==> src/inc/safety_eval_pkg.sv <==
// package for the testable safety sensor evaluation block
// assumes a 200 MHz clock and an APB slave with 32-bit data
package safety_eval_pkg;
    localparam int          CLOCK_PERIOD_PS = 5000;
    localparam int          TICK_TIME_PS    = 1000000000;
    localparam int          TICK_CYCLES     = TICK_TIME_PS / CLOCK_PERIOD_PS;
    localparam int          FILTER_MIN_MS   = 3;
    localparam int          FILTER_MAX_MS   = 250;
    // register byte offsets
    localparam logic [7:0]  CTRL_OFFS       = 8'h00;
    localparam logic [7:0]  TIME_OFFS       = 8'h04;
    localparam logic [7:0]  STATUS_OFFS     = 8'h08;
    localparam logic [7:0]  IRQ_STAT_OFFS   = 8'h0c;
    localparam logic [7:0]  IRQ_MASK_OFFS   = 8'h10;
    // control fields
    localparam int          CTRL_MODE_LSB   = 0;
    localparam int          CTRL_RST_EN     = 2;
    localparam int          CTRL_RST_MON    = 3;
    localparam int          CTRL_SIM_EN     = 4;
    localparam int          CTRL_TEST_EN    = 5;
    localparam int          CTRL_PWR_TEST   = 6;
    localparam int          CTRL_ERR_OUT_EN = 7;
    localparam int          CTRL_RESET_VAL  = 0;
    // timing fields
    localparam int          TIME_FILT_LSB   = 0;
    localparam int          TIME_SIM_LSB    = 8;
    localparam logic [7:0]  FILT_RESET_VAL  = 8'h03;
    localparam logic [7:0]  SIM_RESET_VAL   = 8'h64;
    // interrupt bits
    localparam int          IRQ_SIM_ERR     = 0;
    localparam int          IRQ_TEST_ERR    = 1;
    localparam int          IRQ_SAFE_FALL   = 2;
    localparam int          IRQ_W           = 3;
    // test pulse half-period in ticks
    localparam int          TEST_PERIOD_MS  = 4;

    typedef enum logic [1:0] {
        MODE_SINGLE_NC,
        MODE_SINGLE_NO,
        MODE_DUAL_NC,
        MODE_DUAL_NC_NO
    } contact_mode_t;
endpackage

==> src/contact_filter.sv <==
// debounce filter for one contact input
// assumes a pre-synchronised input and a one-cycle ms tick
`timescale 1ns/1ps
module contact_filter
    import safety_eval_pkg::*;
(
    input  wire logic       clock_i,
    input  wire logic       rstn_i,
    input  wire logic       tick_i,
    input  wire logic [7:0] filter_ms_i,
    input  wire logic       raw_i,
    output logic            level_o
);
    logic [7:0] count_reg;
    logic [7:0] count_next;
    logic       level_reg;
    logic       level_next;

    always_comb begin
        count_next = count_reg;
        level_next = level_reg;
        if (raw_i == level_reg) begin
            count_next = 8'h00;
        end else if (tick_i) begin
            // new level accepted only after stable ticks
            if (count_reg + 8'h01 >= filter_ms_i) begin
                level_next = raw_i;
                count_next = 8'h00;
            end else begin
                count_next = count_reg + 8'h01;
            end
        end
    end

    always_ff @(posedge clock_i) begin
        if (!rstn_i) begin
            count_reg <= 8'h00;
            level_reg <= 1'b0;
        end else begin
            count_reg <= count_next;
            level_reg <= level_next;
        end
    end

    assign level_o = level_reg;
endmodule // contact_filter

==> src/safety_sensor_eval.sv <==
// testable safety sensor evaluation with APB register access
// assumes contact and reset inputs arrive asynchronously from pins
//
// Operation
// - single NC: output follows filtered input
// - single NO: output follows filtered input
// - dual NC: output only when both one
// - dual NC-NO: output when first one, second zero
// - dual modes: late partner change raises simultaneity error
// - simultaneity check only when enabled
// - window in ms bounds channel transition gap
// - reset disabled: output follows inputs directly
// - reset enabled: fresh reset after each activation
// - manual reset: accept rising edge
// - monitored reset: accept rise then fall
// - test pulses detect shorted cables
// - power-on test: activate and release first
// - debounce filter 3 to 250 ms
// - errors shown on error output when enabled
// - single and dual channel configurations supported
`timescale 1ns/1ps
module safety_sensor_eval
    import safety_eval_pkg::*;
#(
    parameter int TICK_DIV = TICK_CYCLES
) (
    input  wire logic        CLOCK_I,
    input  wire logic        RSTN_I,
    input  wire logic        PSEL_I,
    input  wire logic        PENABLE_I,
    input  wire logic        PWRITE_I,
    input  wire logic [7:0]  PADDR_I,
    input  wire logic [31:0] PWDATA_I,
    output logic [31:0]      PRDATA_O,
    output logic             PREADY_O,
    output logic             PSLVERR_O,
    input  wire logic        FIRST_CHANNEL_INPUT_I,
    input  wire logic        SECOND_CHANNEL_INPUT_I,
    input  wire logic        RESET_INPUT_I,
    output logic             TEST_OUT1_O,
    output logic             TEST_OUT2_O,
    output logic             SAFE_O,
    output logic             ERROR_O,
    output logic             IRQ_O
);
    if (TICK_DIV < 2) begin : g_tick_div_check
        $error("TICK_DIV must be at least 2");
    end

    // ------------------------------------------------------------
    // input synchronisers and ms tick
    // ------------------------------------------------------------
    logic [2:0]  sync1_reg;
    logic [2:0]  sync2_reg;
    logic [31:0] div_reg;
    logic [31:0] div_next;
    logic        tick;

    always_ff @(posedge CLOCK_I) begin
        if (!RSTN_I) begin
            sync1_reg <= 3'h0;
            sync2_reg <= 3'h0;
        end else begin
            sync1_reg <= {RESET_INPUT_I, SECOND_CHANNEL_INPUT_I, FIRST_CHANNEL_INPUT_I};
            sync2_reg <= sync1_reg;
        end
    end

    assign tick = (div_reg == 32'(TICK_DIV - 1));

    always_comb begin
        div_next = tick ? 32'h0 : div_reg + 32'h1;
    end

    always_ff @(posedge CLOCK_I) begin
        if (!RSTN_I) begin
            div_reg <= 32'h0;
        end else begin
            div_reg <= div_next;
        end
    end

    // ------------------------------------------------------------
    // registers
    // ------------------------------------------------------------
    logic [7:0]       ctrl_reg;
    logic [7:0]       ctrl_next;
    logic [7:0]       filt_reg;
    logic [7:0]       filt_next;
    logic [7:0]       simw_reg;
    logic [7:0]       simw_next;
    logic [IRQ_W-1:0] irq_stat_reg;
    logic [IRQ_W-1:0] irq_stat_next;
    logic [IRQ_W-1:0] irq_mask_reg;
    logic [IRQ_W-1:0] irq_mask_next;
    logic [31:0]      prdata_reg;
    logic [31:0]      prdata_next;
    logic             wr_en;
    logic             rd_en;
    logic             addr_ok;
    logic [IRQ_W-1:0] irq_events;
    contact_mode_t    mode;

    assign mode    = contact_mode_t'(ctrl_reg[CTRL_MODE_LSB +: 2]);
    assign addr_ok = (PADDR_I == CTRL_OFFS) || (PADDR_I == TIME_OFFS) ||
                     (PADDR_I == STATUS_OFFS) || (PADDR_I == IRQ_STAT_OFFS) ||
                     (PADDR_I == IRQ_MASK_OFFS);
    assign wr_en   = PSEL_I && PENABLE_I && PWRITE_I && addr_ok;
    // read word latched in setup so it stands through the access phase
    assign rd_en   = PSEL_I && !PENABLE_I && !PWRITE_I;

    // ------------------------------------------------------------
    // filtering and evaluation
    // ------------------------------------------------------------
    logic in1_f;
    logic in2_f;
    logic test_active;
    logic test_phase_reg;
    logic test_phase_next;

    logic test_hold;

    // filters frozen while test lines are low, so a pulse never reaches safe
    assign test_hold = test_active && test_phase_reg;
    contact_filter u_filt1 (
        .clock_i     (CLOCK_I),
        .rstn_i      (RSTN_I),
        .tick_i      (tick),
        .filter_ms_i (filt_reg),
        .raw_i       (test_hold ? in1_f : sync2_reg[0]),
        .level_o     (in1_f)
    );

    contact_filter u_filt2 (
        .clock_i     (CLOCK_I),
        .rstn_i      (RSTN_I),
        .tick_i      (tick),
        .filter_ms_i (filt_reg),
        .raw_i       (test_hold ? in2_f : sync2_reg[1]),
        .level_o     (in2_f)
    );

    logic dual;
    logic active_cond;
    logic inactive_cond;

    assign dual = (mode == MODE_DUAL_NC) || (mode == MODE_DUAL_NC_NO);

    always_comb begin
        active_cond   = 1'b0;
        inactive_cond = 1'b0;
        unique case (mode)
            MODE_SINGLE_NC: begin
                active_cond   = in1_f;
                inactive_cond = !in1_f;
            end
            MODE_SINGLE_NO: begin
                active_cond   = in1_f;
                inactive_cond = !in1_f;
            end
            MODE_DUAL_NC: begin
                active_cond   = in1_f && in2_f;
                inactive_cond = !in1_f && !in2_f;
            end
            MODE_DUAL_NC_NO: begin
                active_cond   = in1_f && !in2_f;
                inactive_cond = !in1_f && in2_f;
            end
        endcase
    end

    // ------------------------------------------------------------
    // simultaneity, test pulses, reset and power-on test
    // ------------------------------------------------------------
    logic [7:0] sim_cnt_reg;
    logic [7:0] sim_cnt_next;
    logic       sim_run_reg;
    logic       sim_run_next;
    logic       in1_d_reg;
    logic       in2_d_reg;
    logic       sim_err_reg;
    logic       sim_err_next;
    logic       test_err_reg;
    logic       test_err_next;
    logic [2:0] tp_cnt_reg;
    logic [2:0] tp_cnt_next;
    logic       rst_d_reg;
    logic       rst_armed_reg;
    logic       rst_armed_next;
    logic       latched_reg;
    logic       latched_next;
    logic       pwr_ok_reg;
    logic       pwr_ok_next;
    logic       pwr_seen_reg;
    logic       pwr_seen_next;
    logic       safe_reg;
    logic       safe_next;
    logic       ch1_edge;
    logic       ch2_edge;
    logic       any_err;
    logic       rst_accept;

    assign ch1_edge    = in1_f != in1_d_reg;
    assign ch2_edge    = in2_f != in2_d_reg;
    assign any_err     = sim_err_reg || test_err_reg;
    assign test_active = ctrl_reg[CTRL_TEST_EN];

    always_comb begin
        sim_cnt_next  = sim_cnt_reg;
        sim_run_next  = sim_run_reg;
        sim_err_next  = sim_err_reg;
        test_err_next = test_err_reg;
        tp_cnt_next   = tp_cnt_reg;
        test_phase_next = test_phase_reg;
        rst_armed_next = rst_armed_reg;
        latched_next  = latched_reg;
        pwr_ok_next   = pwr_ok_reg;
        pwr_seen_next = pwr_seen_reg;
        rst_accept    = 1'b0;
        // one channel switched alone: start the window, or stop it if running
        if (dual && ctrl_reg[CTRL_SIM_EN]) begin
            if (ch1_edge ^ ch2_edge) begin
                sim_run_next = !sim_run_reg;
                sim_cnt_next = 8'h00;
            end else if (sim_run_reg && tick) begin
                sim_cnt_next = sim_cnt_reg + 8'h01;
                // compared before the increment: a 255 window cannot wrap
                if (sim_cnt_reg >= simw_reg) begin
                    sim_err_next = 1'b1;
                    sim_run_next = 1'b0;
                end
            end
        end else begin
            sim_run_next = 1'b0;
            sim_cnt_next = 8'h00;
        end
        // test pulse: contact must read low while its test line is off
        if (test_active && tick) begin
            tp_cnt_next = tp_cnt_reg + 3'h1;
            if (tp_cnt_reg == 3'(TEST_PERIOD_MS - 1)) begin
                tp_cnt_next     = 3'h0;
                test_phase_next = !test_phase_reg;
            end
        end
        if (test_active && test_phase_reg && tp_cnt_reg == 3'h2 && tick &&
            (sync2_reg[0] || (dual && sync2_reg[1]))) begin
            test_err_next = 1'b1;
        end
        // errors clear once the evaluated inputs are back inactive
        if (any_err && inactive_cond) begin
            sim_err_next  = 1'b0;
            test_err_next = 1'b0;
        end
        // reset input handling
        if (!rst_d_reg && sync2_reg[2]) begin
            if (ctrl_reg[CTRL_RST_MON]) begin
                rst_armed_next = 1'b1;
            end else begin
                rst_accept = 1'b1;
            end
        end
        if (rst_armed_reg && rst_d_reg && !sync2_reg[2]) begin
            rst_accept     = 1'b1;
            rst_armed_next = 1'b0;
        end
        if (!active_cond) begin
            latched_next = 1'b0;
        end else if (rst_accept) begin
            latched_next = 1'b1;
        end
        // power-on test: see active then inactive once
        if (active_cond) begin
            pwr_seen_next = 1'b1;
        end
        if (pwr_seen_reg && inactive_cond) begin
            pwr_ok_next = 1'b1;
        end
    end

    always_comb begin
        safe_next = active_cond && !any_err &&
                    (!ctrl_reg[CTRL_RST_EN] || latched_reg) &&
                    (!ctrl_reg[CTRL_PWR_TEST] || pwr_ok_reg);
    end

    always_ff @(posedge CLOCK_I) begin
        if (!RSTN_I) begin
            sim_cnt_reg    <= 8'h00;
            sim_run_reg    <= 1'b0;
            sim_err_reg    <= 1'b0;
            test_err_reg   <= 1'b0;
            tp_cnt_reg     <= 3'h0;
            test_phase_reg <= 1'b0;
            in1_d_reg      <= 1'b0;
            in2_d_reg      <= 1'b0;
            rst_d_reg      <= 1'b0;
            rst_armed_reg  <= 1'b0;
            latched_reg    <= 1'b0;
            pwr_ok_reg     <= 1'b0;
            pwr_seen_reg   <= 1'b0;
            safe_reg       <= 1'b0;
        end else begin
            sim_cnt_reg    <= sim_cnt_next;
            sim_run_reg    <= sim_run_next;
            sim_err_reg    <= sim_err_next;
            test_err_reg   <= test_err_next;
            tp_cnt_reg     <= tp_cnt_next;
            test_phase_reg <= test_phase_next;
            in1_d_reg      <= in1_f;
            in2_d_reg      <= in2_f;
            rst_d_reg      <= sync2_reg[2];
            rst_armed_reg  <= rst_armed_next;
            latched_reg    <= latched_next;
            pwr_ok_reg     <= pwr_ok_next;
            pwr_seen_reg   <= pwr_seen_next;
            safe_reg       <= safe_next;
        end
    end

    // ------------------------------------------------------------
    // bus slave and interrupts
    // ------------------------------------------------------------
    assign irq_events = {safe_reg && !safe_next, test_err_next && !test_err_reg,
                         sim_err_next && !sim_err_reg};

    always_comb begin
        ctrl_next     = ctrl_reg;
        filt_next     = filt_reg;
        simw_next     = simw_reg;
        irq_mask_next = irq_mask_reg;
        irq_stat_next = irq_stat_reg;
        prdata_next   = prdata_reg;
        if (wr_en && PADDR_I == CTRL_OFFS) begin
            ctrl_next = PWDATA_I[7:0];
        end
        if (wr_en && PADDR_I == TIME_OFFS) begin
            // filter clamped into its legal range
            if (PWDATA_I[TIME_FILT_LSB +: 8] < 8'(FILTER_MIN_MS)) begin
                filt_next = 8'(FILTER_MIN_MS);
            end else if (PWDATA_I[TIME_FILT_LSB +: 8] > 8'(FILTER_MAX_MS)) begin
                filt_next = 8'(FILTER_MAX_MS);
            end else begin
                filt_next = PWDATA_I[TIME_FILT_LSB +: 8];
            end
            simw_next = PWDATA_I[TIME_SIM_LSB +: 8];
        end
        if (wr_en && PADDR_I == IRQ_MASK_OFFS) begin
            irq_mask_next = PWDATA_I[IRQ_W-1:0];
        end
        if (wr_en && PADDR_I == IRQ_STAT_OFFS) begin
            irq_stat_next = irq_stat_reg & ~PWDATA_I[IRQ_W-1:0];
        end
        // set wins over a simultaneous clear
        irq_stat_next = irq_stat_next | irq_events;
        if (rd_en) begin
            unique case (PADDR_I)
                CTRL_OFFS:     prdata_next = {24'h0, ctrl_reg};
                TIME_OFFS:     prdata_next = {16'h0, simw_reg, filt_reg};
                STATUS_OFFS:   prdata_next = {26'h0, pwr_ok_reg, latched_reg, test_err_reg,
                                              sim_err_reg, in2_f, in1_f};
                IRQ_STAT_OFFS: prdata_next = {29'h0, irq_stat_reg};
                IRQ_MASK_OFFS: prdata_next = {29'h0, irq_mask_reg};
                default:       prdata_next = 32'h0;
            endcase
        end
    end

    always_ff @(posedge CLOCK_I) begin
        if (!RSTN_I) begin
            ctrl_reg     <= 8'(CTRL_RESET_VAL);
            filt_reg     <= FILT_RESET_VAL;
            simw_reg     <= SIM_RESET_VAL;
            irq_stat_reg <= '0;
            irq_mask_reg <= '0;
            prdata_reg   <= 32'h0;
        end else begin
            ctrl_reg     <= ctrl_next;
            filt_reg     <= filt_next;
            simw_reg     <= simw_next;
            irq_stat_reg <= irq_stat_next;
            irq_mask_reg <= irq_mask_next;
            prdata_reg   <= prdata_next;
        end
    end

    // ------------------------------------------------------------
    // outputs
    // ------------------------------------------------------------
    assign PRDATA_O    = prdata_reg;
    assign PREADY_O    = 1'b1;
    assign PSLVERR_O   = PSEL_I && PENABLE_I && !addr_ok;
    assign SAFE_O      = safe_reg;
    assign ERROR_O     = ctrl_reg[CTRL_ERR_OUT_EN] && any_err;
    assign IRQ_O       = |(irq_stat_reg & irq_mask_reg);
    assign TEST_OUT1_O = !(test_active && test_phase_reg);
    assign TEST_OUT2_O = !(test_active && test_phase_reg);

    // ------------------------------------------------------------
    // assertions
    // ------------------------------------------------------------
    a_safe_needs_active: assert property (@(posedge CLOCK_I) disable iff (!RSTN_I)
        SAFE_O |-> $past(active_cond))
        else $error("safe output without active inputs");
    a_error_blocks_safe: assert property (@(posedge CLOCK_I) disable iff (!RSTN_I)
        $past(any_err) |-> !SAFE_O)
        else $error("safe output during error");
    a_sim_off_no_err: assert property (@(posedge CLOCK_I) disable iff (!RSTN_I)
        (!ctrl_reg[CTRL_SIM_EN] && !sim_err_reg) |=> !sim_err_reg)
        else $error("simultaneity error while disabled");
    a_reset_gates_safe: assert property (@(posedge CLOCK_I) disable iff (!RSTN_I)
        (ctrl_reg[CTRL_RST_EN] && !latched_reg) |=> !SAFE_O)
        else $error("safe output before reset");
    a_pwr_test_gate: assert property (@(posedge CLOCK_I) disable iff (!RSTN_I)
        (ctrl_reg[CTRL_PWR_TEST] && !pwr_ok_reg) |=> !SAFE_O)
        else $error("safe output before power-on test");
    a_err_out_en: assert property (@(posedge CLOCK_I) disable iff (!RSTN_I)
        ERROR_O |-> ctrl_reg[CTRL_ERR_OUT_EN])
        else $error("error output while disabled");
    a_direct_follow: assert property (@(posedge CLOCK_I) disable iff (!RSTN_I)
        (!ctrl_reg[CTRL_RST_EN] && !ctrl_reg[CTRL_PWR_TEST] && !any_err && active_cond)
        |=> SAFE_O)
        else $error("safe output not following inputs");
    a_filter_min: assert property (@(posedge CLOCK_I) disable iff (!RSTN_I)
        filt_reg >= 8'(FILTER_MIN_MS) && filt_reg <= 8'(FILTER_MAX_MS))
        else $error("filter time out of range");
endmodule // safety_sensor_eval

==> config.mk <==
export PLATFORM = sky130hd
export DESIGN_NAME = safety_sensor_eval
export DESIGN_NICKNAME = d
export VERILOG_FILES = /design/src/inc/safety_eval_pkg.sv /design/src/contact_filter.sv /design/src/safety_sensor_eval.sv
export SDC_FILE = /design/constraint.sdc
export NUM_CORES = 1
export LEC_CHECK = 0
export CORE_AREA = 2 2 139 141
export DETAILED_ROUTE_END_ITERATION = 12
export DIE_AREA = 0 0 141 143
export DONT_BUFFER_PORTS = 1
export PLACE_DENSITY = 0.56
export SLEW_MARGIN = 20
export SYNTH_ARGS = -nofsm -noshare
export SYNTH_HDL_FRONTEND = slang
export SYNTH_SLANG_ARGS = --single-unit
==> constraint.sdc <==
create_clock -name CLOCK_I -period 3 [get_ports CLOCK_I]
set_input_delay 0.3 -clock CLOCK_I [delete_from_list [all_inputs] [get_ports CLOCK_I]]
set_output_delay 0.3 -clock CLOCK_I [all_outputs]
set_load 0.02 [all_outputs]
==> results of run 1 <==
## critical path, stage by stage, from the launching register on
cell      delay (ns)
dfxtp_1         0.40
ha_1            0.23
and3_1          0.23
nand3_1         0.12
xnor2_1         0.19
ha_1            0.28
and4_1          0.17
a221oi_1        0.38
a21oi_1         0.12
buf_4           0.19
nor3_1          0.19
## routing by layer
metal | up-vias | share of wire [%] | GRT usage (%)
met4 | 0 | 0.86 | 5.368
met1 | 2352 | 50 | 20.25
li1 | 2571 | - | -
met5 | - | 0 | 0
met3 | 8 | 4.0 | 4.158
met2 | 85 | 45 | 23.88
## power breakdown
group          total (µW)  switching, µW  internal [µW]
registers            1680           10.3           1670
clock network        2380            759           1620
logic                86.0           52.1           33.9
total                4150            822           3330
## cell usage after synthesis (4+ instances only)
cell,instances
a221oi_1,9
nor2b_1,22
dfxtp_1,125
nand2_1,67
o31ai_1,5
inv_1,32
clkbuf_1,30
or3_1,8
a21boi_0,22
and2_1,7
buf_4,18
or4_1,6
a21oi_1,16
o21a_1,4
a22oi_1,8
nor3b_1,4
nand3_1,44
mux2i_1,17
and3_1,10
buf_2,5
xnor2_1,46
o211ai_1,6
o21ai_0,15
nand2b_1,4
and4_1,10
xor2_1,18
nand4_1,11
nor2_1,52
nor3_1,26
nor4_1,22
ha_1,30
## stage by stage
stage          instances  total power (µW)  instance area, µm²  setup WS, ns  hold slack [ns]
2_1_floorplan        751              1809                6492        0.6804           0.4119
3_5_place_dp         948              1792                6631        0.4035           0.3944
5_1_grt              986              4280                7375        0.1955         0.002906
6_report             986              4151                7375        0.4138          0.01788
4_1_cts              985              4193                7365        0.3923        0.0008937
3_3_place_gp         948              1792                6631        0.4538           0.3873
## logic make-up after synthesis
kind of cell | Yosys count
compound gates | 101
xor+xnor | 64
fa+ha+maj | 30
buf+inv | 87
flops | 125
mux | 21
other cells | 2
simple gates | 306
## cells in the final DEF (no fill, tap or decap), types with 4 or more instances in the layout
| cell type | instances |
|---|---|
| dfxtp_1 | 125 |
| nand2_1 | 67 |
| nor2_1 | 52 |
| xnor2_1 | 46 |
| nand3_1 | 44 |
| inv_1 | 32 |
| ha_1 | 30 |
| nor3_1 | 26 |
| nor2b_1 | 22 |
| a21boi_0 | 22 |
| nor4_1 | 22 |
| xor2_1 | 18 |
| buf_4 | 18 |
| mux2i_1 | 17 |
| conb_1 | 17 |
| clkbuf_16 | 17 |
| a21oi_1 | 16 |
| o21ai_0 | 15 |
| nand4_1 | 11 |
| and3_1 | 10 |
| and4_1 | 10 |
| a221oi_1 | 9 |
| or3_1 | 8 |
| a22oi_1 | 8 |
| and2_1 | 7 |
| or4_1 | 6 |
| o211ai_1 | 6 |
| bufinv_16 | 6 |
| dlygate4sd3_1 | 6 |
| o31ai_1 | 5 |
| nand2b_1 | 4 |
| nor3b_1 | 4 |
| o21a_1 | 4 |
## worst paths after layout
kind | slack [ns] | cells after the start | to | startpoint
setup / recovery | 0.41 | 10 | u_filt2.count_reg[2]$_SDFFE_PP0N_ | u_filt2.count_reg[0]$_SDFFE_PP0N_
hold / removal | 0.02 | 1 | PRDATA_O[12]$_SDFFE_PN0P_ | RSTN_I
setup reg to reg | 0.41 | 10 | u_filt2.count_reg[2]$_SDFFE_PP0N_ | u_filt2.count_reg[0]$_SDFFE_PP0N_
hold reg to reg | 0.44 | 1 | sync2_reg[2]$_SDFF_PN0_ | sync1_reg[2]$_SDFF_PN0_
## layout make-up
type                            instances  share of cell area (%)
Timing Repair Buffer                   24                   2.647
Tap cell                              234                   3.970
Sequential cell                       125                   33.93
Clock inverter                         10                   2.833
Clock buffer                           22                   6.430
Inverter                               32                   1.629
Multi-Input combinational cell        539                   48.56
==> key figures, run 1 <==
Finish
  – Final core utilization: 39.69%
  – # diodes: 0
  – Max reg flops: 32
  – Reg area: 2502 µm²
  – Area occupied by multi-input gates: 3581 µm²
  – Nets: 817
  – P&R area growth vs syn: 14.58%
  – Share of layout cells above drive strength 1: 8.511%
  – Fillers: 1868

Yosys
  – Post-synthesis mux area share: 3.869%
  – Adder-Cell Fraction of Synth Area: 5.832%
  – Synth Area in Compound Gates: 10.98%
  – Yosys top cell area share: 38.88%
  – Synth Area in Simple Gates: 25.25%
  – YS warnings: 0
  – Flops & latches, synth: 125
  – Area contributors post-synth: dfxtp_1 (39%), xnor2_1 (6.3%), ha_1 (5.8%)
  – Yosys top cell by area: dfxtp_1
  – Post-synthesis xor/xnor area fraction: 8.709%
  – Largest family of logic cells by synthesized area: simple AND/OR/NAND/NOR gates
  – Register area share after synthesis: 38.88%
  – Main synth FF type: dfxtp_1
  – Cell count after synthesis: 736
  – EDFF count, synth: 0
  – Mapped Avg Cell Area: 8.745 µm²
  – Count of cell types in the netlist: 55
  – Mapped Area: 6436 µm²
  – Asr flop ratio synth: 0%

Place
  – Port bufs: 0
  – Placer Congestion: 0.8218
  – Post-DP HPWL: 10400 µm

Clock tree
  – Clock Latency Late Sink: 0.42 ns
  – CTS Sinks: 125
  – Root Buffer: clkbuf_16
  – Worst-path clk slew: 0.06 ns
  – H-tree lvl count: 4
  – Worst-case clock buffer depth: 2
  – Cts repair resizes: 0
  – CTS tree: built
  – Setup bufs post-CTS: 0
  – Hold Buf Count CTS: 5
  – CTS Buf Count: 17

Floorplanning
  – Starting Density: 34.64%
  – Core Box Area: 18580 µm²
  – Full die area: 20160 µm²
  – Cell Rows: 50
  – IO Count: 87
  – Die height: 143 µm
  – Die W: 141 µm

Timing
  – Final Cycle Share: 86.21%
  – Final Slew Violations: 0
  – Min Tclk post-route: 2.586 ns
  – Final Skew: 0.007526 ns
  – Setup TNS: 0 ns
  – Final Hold Fails: 0
  – Worst slew pin tran: 0.6397 ns
  – Fmax: 0.3867 GHz
  – Final setup vio count: 0
  – Relative slew slack: 57.21%
  – RSZ-0062 raised after global routing: no

Setup path
  – CP max FO: 8
  – Worst setup EP type: register
  – Crit path DAT: 2.92 ns
  – Critical Path RT: 3.33 ns
  – Critical path startpoint category: register
  – Type of the worst setup path: register to register

Detailed routing
  – WL per Instance: 14.94 µm
  – Via/cell ratio: 5.087
  – Via count: 5016
  – DRC: 0
  – Initial DRT Pass Iterations: 4
  – Final WL: 14730 µm
  – DR iter-0 viols: 306
  – Post-route ant nets: 0

Global routing
  – First-pass GRT wire length: 24270 µm
  – Initial antenna violation count: 0
  – Pin count of the biggest net entering global routing: 58
  – GR Overflow Total: 0
  – Number of global-route vias before repair: 4731
  – GRT Overall Usage: 15.24%

Status
  – Status: complete, no violations

Power
  – Leak Pwr: 0.002674 µW
  – P per Cell Area: 562.9 nW/µm²
  – Worst vdd ir: 0.4073 mV

Worst hold path
  – Worst hold path class: input port to register

Flow run
  – Max_cap viols: 0
Power figures use the tool's default switching activity.
==> inputs of run 2 (changes only) <==
--- a/config.mk
+++ b/config.mk
@@ -5,9 +5,10 @@
 export SDC_FILE = /design/constraint.sdc
 export NUM_CORES = 1
 export LEC_CHECK = 0
-export CORE_AREA = 2 2 139 141
+export ABC_AREA = 1
+export CORE_AREA = 2 2 145 147
 export DETAILED_ROUTE_END_ITERATION = 12
-export DIE_AREA = 0 0 141 143
+export DIE_AREA = 0 0 147 149
 export DONT_BUFFER_PORTS = 1
 export PLACE_DENSITY = 0.56
 export SLEW_MARGIN = 20
==> run 2 against run 1 <==
Effect of this change:
- sequential power is essentially flat
- die area rose by 8.6%
- critical endpoint unchanged
- clock-buffer cell count decreased by 3
- synthesized area up 8.8%
- highest routed layer unchanged
==> key figures, run 2 <==
Timing
  – Relative slew slack: 53.57% (was 57.21%)
  – Worst slew pin tran: 0.6926 ns (was 0.6397 ns)
  – Final Skew: 0.007570 ns (was 0.007526 ns)
  – Final Hold Fails: 0 (unchanged)
  – Fmax: 0.4266 GHz (was 0.3867 GHz)
  – Final Cycle Share: 78.13% (was 86.21%)
  – Post-route setup slack: 0.6560 ns (was 0.4138 ns)
  – Final Slew Violations: 0 (unchanged)
  – RSZ-0062 raised after global routing: no (unchanged)
  – Final setup vio count: 0 (unchanged)
  – Fin Hold WS: 0.01452 ns (was 0.01788 ns)
  – Min Tclk post-route: 2.344 ns (was 2.586 ns)
  – Setup TNS: 0 ns (unchanged)

Yosys
  – Synth cell count leaders: nand2_1 (269), nor2_1 (147), inv_1 (138), dfxtp_1 (125), nand3_1 (76) (was dfxtp_1 (125), nand2_1 (67), nor2_1 (52), xnor2_1 (46), nand3_1 (44))
  – Area contributors post-synth: dfxtp_1 (36%), nand2_1 (14%), nor2_1 (7.9%) (was dfxtp_1 (39%), xnor2_1 (6.3%), ha_1 (5.8%))
  – Mapped Area: 7003 µm² (was 6436 µm²)
  – Mapped Avg Cell Area: 6.576 µm² (was 8.745 µm²)
  – Flops & latches, synth: 125 (unchanged)
  – Count of cell types in the netlist: 38 (was 55)
  – Asr flop ratio synth: 0% (unchanged)
  – Cell count after synthesis: 1065 (was 736)
  – Yosys top cell area share: 35.73% (was 38.88%)
  – Main synth FF type: dfxtp_1 (unchanged)
  – Top-count cell post-synth: nand2_1 (was dfxtp_1)
  – Register area share after synthesis: 35.73% (was 38.88%)
  – EDFF count, synth: 0 (unchanged)
  – Yosys top cell by area: dfxtp_1 (unchanged)
  – YS warnings: 0 (unchanged)

Clock tree
  – Worst-path clk slew: 0.06 ns (about the same)
  – Root Buffer: clkbuf_16 (unchanged)
  – CTS Buf Count: 17 (unchanged)
  – CTS tree: built (unchanged)
  – Clock Latency Late Sink: 0.42 ns (about the same)
  – Cts repair resizes: 0 (unchanged)
  – Worst-case clock buffer depth: 2 (unchanged)
  – Hold Buf Count CTS: 8 (was 5)
  – Setup bufs post-CTS: 0 (unchanged)
  – CTS Sinks: 125 (unchanged)
  – H-tree lvl count: 4 (unchanged)

Detailed routing
  – Via count: 6427 (was 5016)
  – Initial DRT Pass Iterations: 5 (was 4)
  – Final WL: 17780 µm (was 14730 µm)
  – WL per Instance: 13.06 µm (was 14.94 µm)
  – Post-route ant nets: 0 (unchanged)
  – Via/cell ratio: 4.722 (was 5.087)
  – DRC: 0 (unchanged)
  – DR iter-0 viols: 406 (was 306)

Floorplanning
  – IO Count: 87 (unchanged)
  – Cell Rows: 53 (was 50)
  – Starting Density: 34.07% (was 34.64%)
  – Full die area: 21900 µm² (was 20160 µm²)
  – Core Box Area: 20560 µm² (was 18580 µm²)
  – Die W: 147 µm (was 141 µm)
  – Die height: 149 µm (was 143 µm)

Power
  – Final Total Pwr: 3835 µW (was 4151 µW)
  – Sw power: 885.6 µW (was 821.9 µW)
  – Combinational share of power: 2.5% (was 2.1%)
  – Cell-internal power: 2950 µW (was 3329 µW)
  – P per Cell Area: 486.5 nW/µm² (was 562.9 nW/µm²)
  – Sw Share: 23.09% (was 19.80%)
  – Flop pwr share: 44.2% (was 40.5%)
  – Clock power share: 53.3% (was 57.4%)
  – Worst vdd ir: 0.3521 mV (was 0.4073 mV)
  – Leak Pwr: 0.003313 µW (was 0.002674 µW)

Setup path
  – Critical Path RT: 3.31 ns (was 3.33 ns)
  – Crit path DAT: 2.65 ns (was 2.92 ns)
  – Worst reg2reg startpoint: u_filt2.count_reg[0]$_SDFFE_PP0N_ (unchanged)
  – Type of the worst setup path: register to register (unchanged)
  – R2R cell count: 13 (was 10)
  – Worst-path cell chain: inv_1 > nor3_1 > nand3_1 > nand2_1 > inv_1 > ha_1 > nand2_1 > nor2_1 > nand4_1 > nand3_1 > nand2_2 > nand2_2 > nor2_1 (was ha_1 > and3_1 > nand3_1 > xnor2_1 > ha_1 > and4_1 > a221oi_1 > a21oi_1 > buf_4 > nor3_1)
  – Worst setup EP type: register (unchanged)
  – CP max FO: 7 (was 8)
  – Worst path bufs/invs: 2 (was 1)
  – CP peak stage delay: 0.49 ns (was 0.40 ns)
  – CP delay by family, top: simple AND/OR/NAND/NOR gates (unchanged)
  – CP max-delay cell: nor3_1 (was dfxtp_1)
  – R2r setup slk: 0.66 ns (was 0.41 ns)
  – Critical path startpoint category: register (unchanged)
  – Worst r2r dst: u_filt2.count_reg[2]$_SDFFE_PP0N_ (unchanged)

Finish
  – Max reg flops: 32 (unchanged)
  – Leading cell type in the layout, fill and taps excluded: nand2_1 (was dfxtp_1)
  – Area occupied by multi-input gates: 3781 µm² (was 3581 µm²)
  – Nets: 1151 (was 817)
  – Fillers: 2202 (was 1868)
  – P&R area growth vs syn: 12.56% (was 14.58%)
  – Commonest cells after routing, fill and taps aside: nand2_1 (269), nor2_1 (147), inv_1 (138) (was dfxtp_1 (125), nand2_1 (67), nor2_1 (52))
  – # diodes: 0 (unchanged)
  – Reg area: 2502 µm² (unchanged)
  – Share of layout cells above drive strength 1: 5.709% (was 8.511%)

Global routing
  – Grt met2 use: 26.36% (was 23.88%)
  – Met3 Use GR: 3.609% (was 4.158%)
  – GR Overflow Total: 0 (unchanged)
  – Number of global-route vias before repair: 5734 (was 4731)
  – Gr busiest metal: met2 (unchanged)
  – Pin count of the biggest net entering global routing: 37 (was 58)
  – GRT Overall Usage: 16.31% (was 15.24%)
  – Routing usage on met1: 21.83% (was 20.25%)
  – First-pass GRT wire length: 28420 µm (was 24270 µm)
  – Initial antenna violation count: 0 (unchanged)

Worst hold path
  – Worst hold path cell count: 2 (was 1)
  – Min-delay src: PWDATA_I[14] (was RSTN_I)
  – Hold EP: simw_reg[6]$_SDFFE_PN1P_ (was PRDATA_O[12]$_SDFFE_PN0P_)
  – Worst hold path class: input port to register (unchanged)

Status
  – Status: complete, no violations (unchanged)

Place
  – Post-DP HPWL: 13270 µm (was 10400 µm)
  – Placer Congestion: 0.8750 (was 0.8218)
  – Port bufs: 0 (unchanged)
  – Pre-CTS setup slack: 0.6269 ns (was 0.4035 ns)

Flow run
  – Max_cap viols: 0 (unchanged)
-- run 2: area by class of cell --
type	instances	share of cell area (%)
flip-flops and latches	125	31.75
well taps	275	4.365
repair buffers	16	1.778
clock inverters	13	1.794
clock buffers	19	5.619
multi-input cells	772	47.97
inverters	141	6.730
-- run 2: through the flow --
step           area [µm²]  instances  utilization [%]
2_1_floorplan        7059       1080                -
3_3_place_gp         7218       1321            35.11
3_5_place_dp         7218       1321            35.11
4_1_cts              7883       1361            38.34
5_1_grt              7883       1361            38.34
6_report             7883       1361            38.34
-- run 2: layer usage --
metal  up-vias  routed length (µm)
met4         0                 206
li1       3373                   -
met5         -                   0
met1      2885                8450
met3        17                 942
met2       152                8181
-- run 2: worst max path at each step --
stage | from | to | slack [ns] | cells past startpoint
CTS | u_filt2.count_reg[0]$_SDFFE_PP0N_ | u_filt2.count_reg[2]$_SDFFE_PP0N_ | 0.62 | 13
floorplan | u_filt2.count_reg[0]$_SDFFE_PP0N_ | u_filt2.count_reg[2]$_SDFFE_PP0N_ | 0.99 | 13
finish | u_filt2.count_reg[0]$_SDFFE_PP0N_ | u_filt2.count_reg[2]$_SDFFE_PP0N_ | 0.66 | 13
global route | u_filt2.count_reg[0]$_SDFFE_PP0N_ | u_filt2.count_reg[0]$_SDFFE_PP0N_ | 0.28 | 13
detailed placement | u_filt2.count_reg[0]$_SDFFE_PP0N_ | u_filt2.count_reg[6]$_SDFFE_PP0N_ | 0.63 | 13
global placement | u_filt2.count_reg[0]$_SDFFE_PP0N_ | u_filt2.count_reg[0]$_SDFFE_PP0N_ | 0.64 | 13
-- run 2: kinds of logic (layout without fill, tap and decap cells) --
group | after synthesis | count (layout) | synth area share [%]
AND/OR/NAND/NOR | 563 | 563 | 34.27
buffers and inverters | 183 | 189 | 11.08
adder cells (fa/ha/maj) | 30 | 30 | 5.360
other | 2 | 17 | 0.1072
XOR/XNOR | 26 | 26 | 3.252
AO/OA/AOI/OAI | 136 | 136 | 10.20
flip-flops | 125 | 125 | 35.73
-- run 2: power groups by stage --
stage	logic, µW	clock network (µW)	registers [µW]
floorplan	92.8	0	1730
global placement	84.0	0	1730
detailed placement	84.1	0	1730
CTS	96.9	2080	1690
global route	108	2150	1700
finish	96.3	2040	1690
-- run 2: worst register-to-register path, delay by kind of cell, from the launching register on --
family,cells,cell delay [ns]
flops,1,0.36
buf+inv,2,0.13
fa+ha+maj,1,0.28
simple gates,10,1.47
==> inputs of run 3 (changes only) <==
--- a/config.mk
+++ b/config.mk
@@ -10,7 +10,7 @@
 export DETAILED_ROUTE_END_ITERATION = 12
 export DIE_AREA = 0 0 147 149
 export DONT_BUFFER_PORTS = 1
-export PLACE_DENSITY = 0.56
+export PLACE_DENSITY = 0.58
 export SLEW_MARGIN = 20
 export SYNTH_ARGS = -nofsm -noshare
 export SYNTH_HDL_FRONTEND = slang
==> constraint.sdc (replaced) <==
create_clock -name CLOCK_I -period 2.1 [get_ports CLOCK_I]
set_input_delay 0.21 -clock CLOCK_I [delete_from_list [all_inputs] [get_ports CLOCK_I]]
set_output_delay 0.21 -clock CLOCK_I [all_outputs]
set_load 0.02 [all_outputs]
==> run 3 against run 2 <==
Effect of this change:
- register-to-register slack got worse by 0.61 ns
- combinational power grew 90%
- first-iteration DRC count fell by 12%
- clock skew is 0.0011 ns higher
- largest cell class unchanged
- highest routed layer unchanged
==> key figures, run 3 (synthesis results as in run 2) <==
Detailed routing
  – Via/cell ratio: 4.758 (was 4.722)
  – Final WL: 18670 µm (was 17780 µm)
  – Post-route ant nets: 0 (unchanged)
  – DRC: 0 (unchanged)
  – Via count: 6619 (was 6427)
  – Initial DRT Pass Iterations: 4 (was 5)
  – DR iter-0 viols: 358 (was 406)
  – WL per Instance: 13.42 µm (was 13.06 µm)

Global routing
  – First-pass GRT wire length: 29400 µm (was 28420 µm)
  – Initial antenna violation count: 0 (unchanged)
  – GR Overflow Total: 0 (unchanged)
  – GRT Overall Usage: 16.83% (was 16.31%)
  – Number of global-route vias before repair: 6112 (was 5734)
  – Pin count of the biggest net entering global routing: 42 (was 37)

Floorplanning
  – Core Box Area: 20560 µm² (unchanged)
  – Starting Density: 34.07% (unchanged)
  – Die W: 147 µm (unchanged)
  – Cell Rows: 53 (unchanged)
  – IO Count: 87 (unchanged)
  – Full die area: 21900 µm² (unchanged)
  – Die height: 149 µm (unchanged)

Setup path
  – Type of the worst setup path: register to register (unchanged)
  – CP max FO: 8 (was 7)
  – Crit path DAT: 2.40 ns (was 2.65 ns)
  – Critical Path RT: 2.45 ns (was 3.31 ns)
  – Worst setup EP type: register (unchanged)
  – Critical path startpoint category: register (unchanged)
  – R2R cell count: 13 (unchanged)

Finish
  – Commonest cells after routing, fill and taps aside: nand2_1 (266), nor2_1 (139), inv_1 (129) (was nand2_1 (269), nor2_1 (147), inv_1 (138))
  – Leading cell type in the layout, fill and taps excluded: nand2_1 (unchanged)
  – Fillers: 2144 (was 2202)
  – Share of layout cells above drive strength 1: 11.47% (was 5.709%)
  – Nets: 1181 (was 1151)
  – # diodes: 0 (unchanged)
  – Max reg flops: 32 (unchanged)
  – P&R area growth vs syn: 21.67% (was 12.56%)

Clock tree
  – H-tree lvl count: 4 (unchanged)
  – CTS Buf Count: 17 (unchanged)
  – CTS Sinks: 125 (unchanged)
  – Root Buffer: clkbuf_16 (unchanged)
  – Clock Latency Late Sink: 0.42 ns (about the same)
  – Worst-case clock buffer depth: 2 (unchanged)
  – Worst-path clk slew: 0.06 ns (about the same)
  – CTS tree: built (unchanged)

Timing
  – Relative slew slack: 61.73% (was 53.57%)
  – Final Hold Fails: 0 (unchanged)
  – Setup TNS: 0 ns (unchanged)
  – Final Skew: 0.008633 ns (was 0.007570 ns)
  – Fin Hold WS: 0.01992 ns (was 0.01452 ns)
  – Final Cycle Share: 97.64% (was 78.13%)
  – Final setup vio count: 0 (unchanged)
  – RSZ-0062 raised after global routing: yes (was no)
  – Min Tclk post-route: 2.050 ns (was 2.344 ns)
  – Fmax: 0.4877 GHz (was 0.4266 GHz)
  – Final Slew Violations: 0 (unchanged)
  – Worst slew pin tran: 0.5696 ns (was 0.6926 ns)

Power
  – P per Cell Area: 702.4 nW/µm² (was 486.5 nW/µm²)
  – Worst vdd ir: 0.4416 mV (was 0.3521 mV)
  – Leak Pwr: 0.003540 µW (was 0.003313 µW)
  – Final Total Pwr: 5985 µW (was 3835 µW)

Place
  – Port bufs: 0 (unchanged)
  – Placer Congestion: 0.9177 (was 0.8750)
  – Post-DP HPWL: 13140 µm (was 13270 µm)

Worst hold path
  – Worst hold path cell count: 4 (was 2)
  – Worst hold path class: input port to register (unchanged)

Flow run
  – Max_cap viols: 0 (unchanged)

Status
  – Status: complete, no violations (unchanged)
## run 3: repair_timing
action,CTS,global route
endpoints found under the hold margin,53,0
setup endpoints to repair,15,18
gates cloned,0,0
gates resized for setup,4,60
buffers inserted,0,3
pin swaps,0,33
hold buffers,24,0
## run 3: per-layer routing
layer	GRT usage, %	share of wire, %
met5	0	0
met4	7.019	3.6
met3	4.128	4.9
met2	27.54	46
met1	21.31	45
## run 3: critical path, stage by stage, from the launching register on
cell and delay, ns:
dfxtp_2 0.35, inv_1 0.07, nor3_2 0.16, buf_4 0.17, xor2_1 0.14, inv_1 0.09
ha_4 0.23, a21oi_1 0.18, nand2_1 0.07, nand2_1 0.07, nand3_2 0.10, nand2_4 0.09
nand3_4 0.14, nor2_1 0.13
## run 3: final cells by class
cell class | count | area (µm²) | share of cell area [%]
clock inverters | 13 | 236.5 | 2.775
repair buffers | 46 | 427.9 | 5.022
inverters | 141 | 533.0 | 6.256
flip-flops and latches | 125 | 2519 | 29.56
well taps | 275 | 344.1 | 4.038
clock buffers | 19 | 432.9 | 5.081
multi-input cells | 772 | 4028 | 47.27
## run 3: metrics by stage
| step | utilization, % | setup slack [ns] | cells | cell area (µm²) |
|---|---|---|---|---|
| 2_1_floorplan | - | 0.09218 | 1080 | 7059 |
| 3_3_place_gp | 35.58 | -0.01900 | 1332 | 7313 |
| 3_5_place_dp | 35.58 | -0.05010 | 1332 | 7313 |
| 4_1_cts | 40.14 | 0.005060 | 1388 | 8252 |
| 5_1_grt | 41.45 | -0.05684 | 1391 | 8521 |
| 6_report | 41.45 | 0.04957 | 1391 | 8521 |
## run 3: path summary, 6_finish.rpt
kind,from,endpoint,slack [ns]
setup reg to reg,u_filt1.count_reg[1]$_SDFFE_PP0N_,u_filt1.count_reg[1]$_SDFFE_PP0N_,0.05
hold reg to reg,sync1_reg[1]$_SDFF_PN0_,sync2_reg[1]$_SDFF_PN0_,0.42
setup / recovery,u_filt1.count_reg[1]$_SDFFE_PP0N_,u_filt1.count_reg[1]$_SDFFE_PP0N_,0.05
hold / removal,PWDATA_I[0],filt_reg[0]$_SDFFE_PN1P_,0.02
## run 3: where the power goes
part / internal [µW] / switching [µW] / leakage [µW] / total, µW
sequential: 2390 / 27.0 / 0.00102 / 2420
clock: 2240 / 1150 / 0.000323 / 3390
combinational: 65.5 / 118 / 0.00220 / 183
total: 4690 / 1290 / 0.00354 / 5990
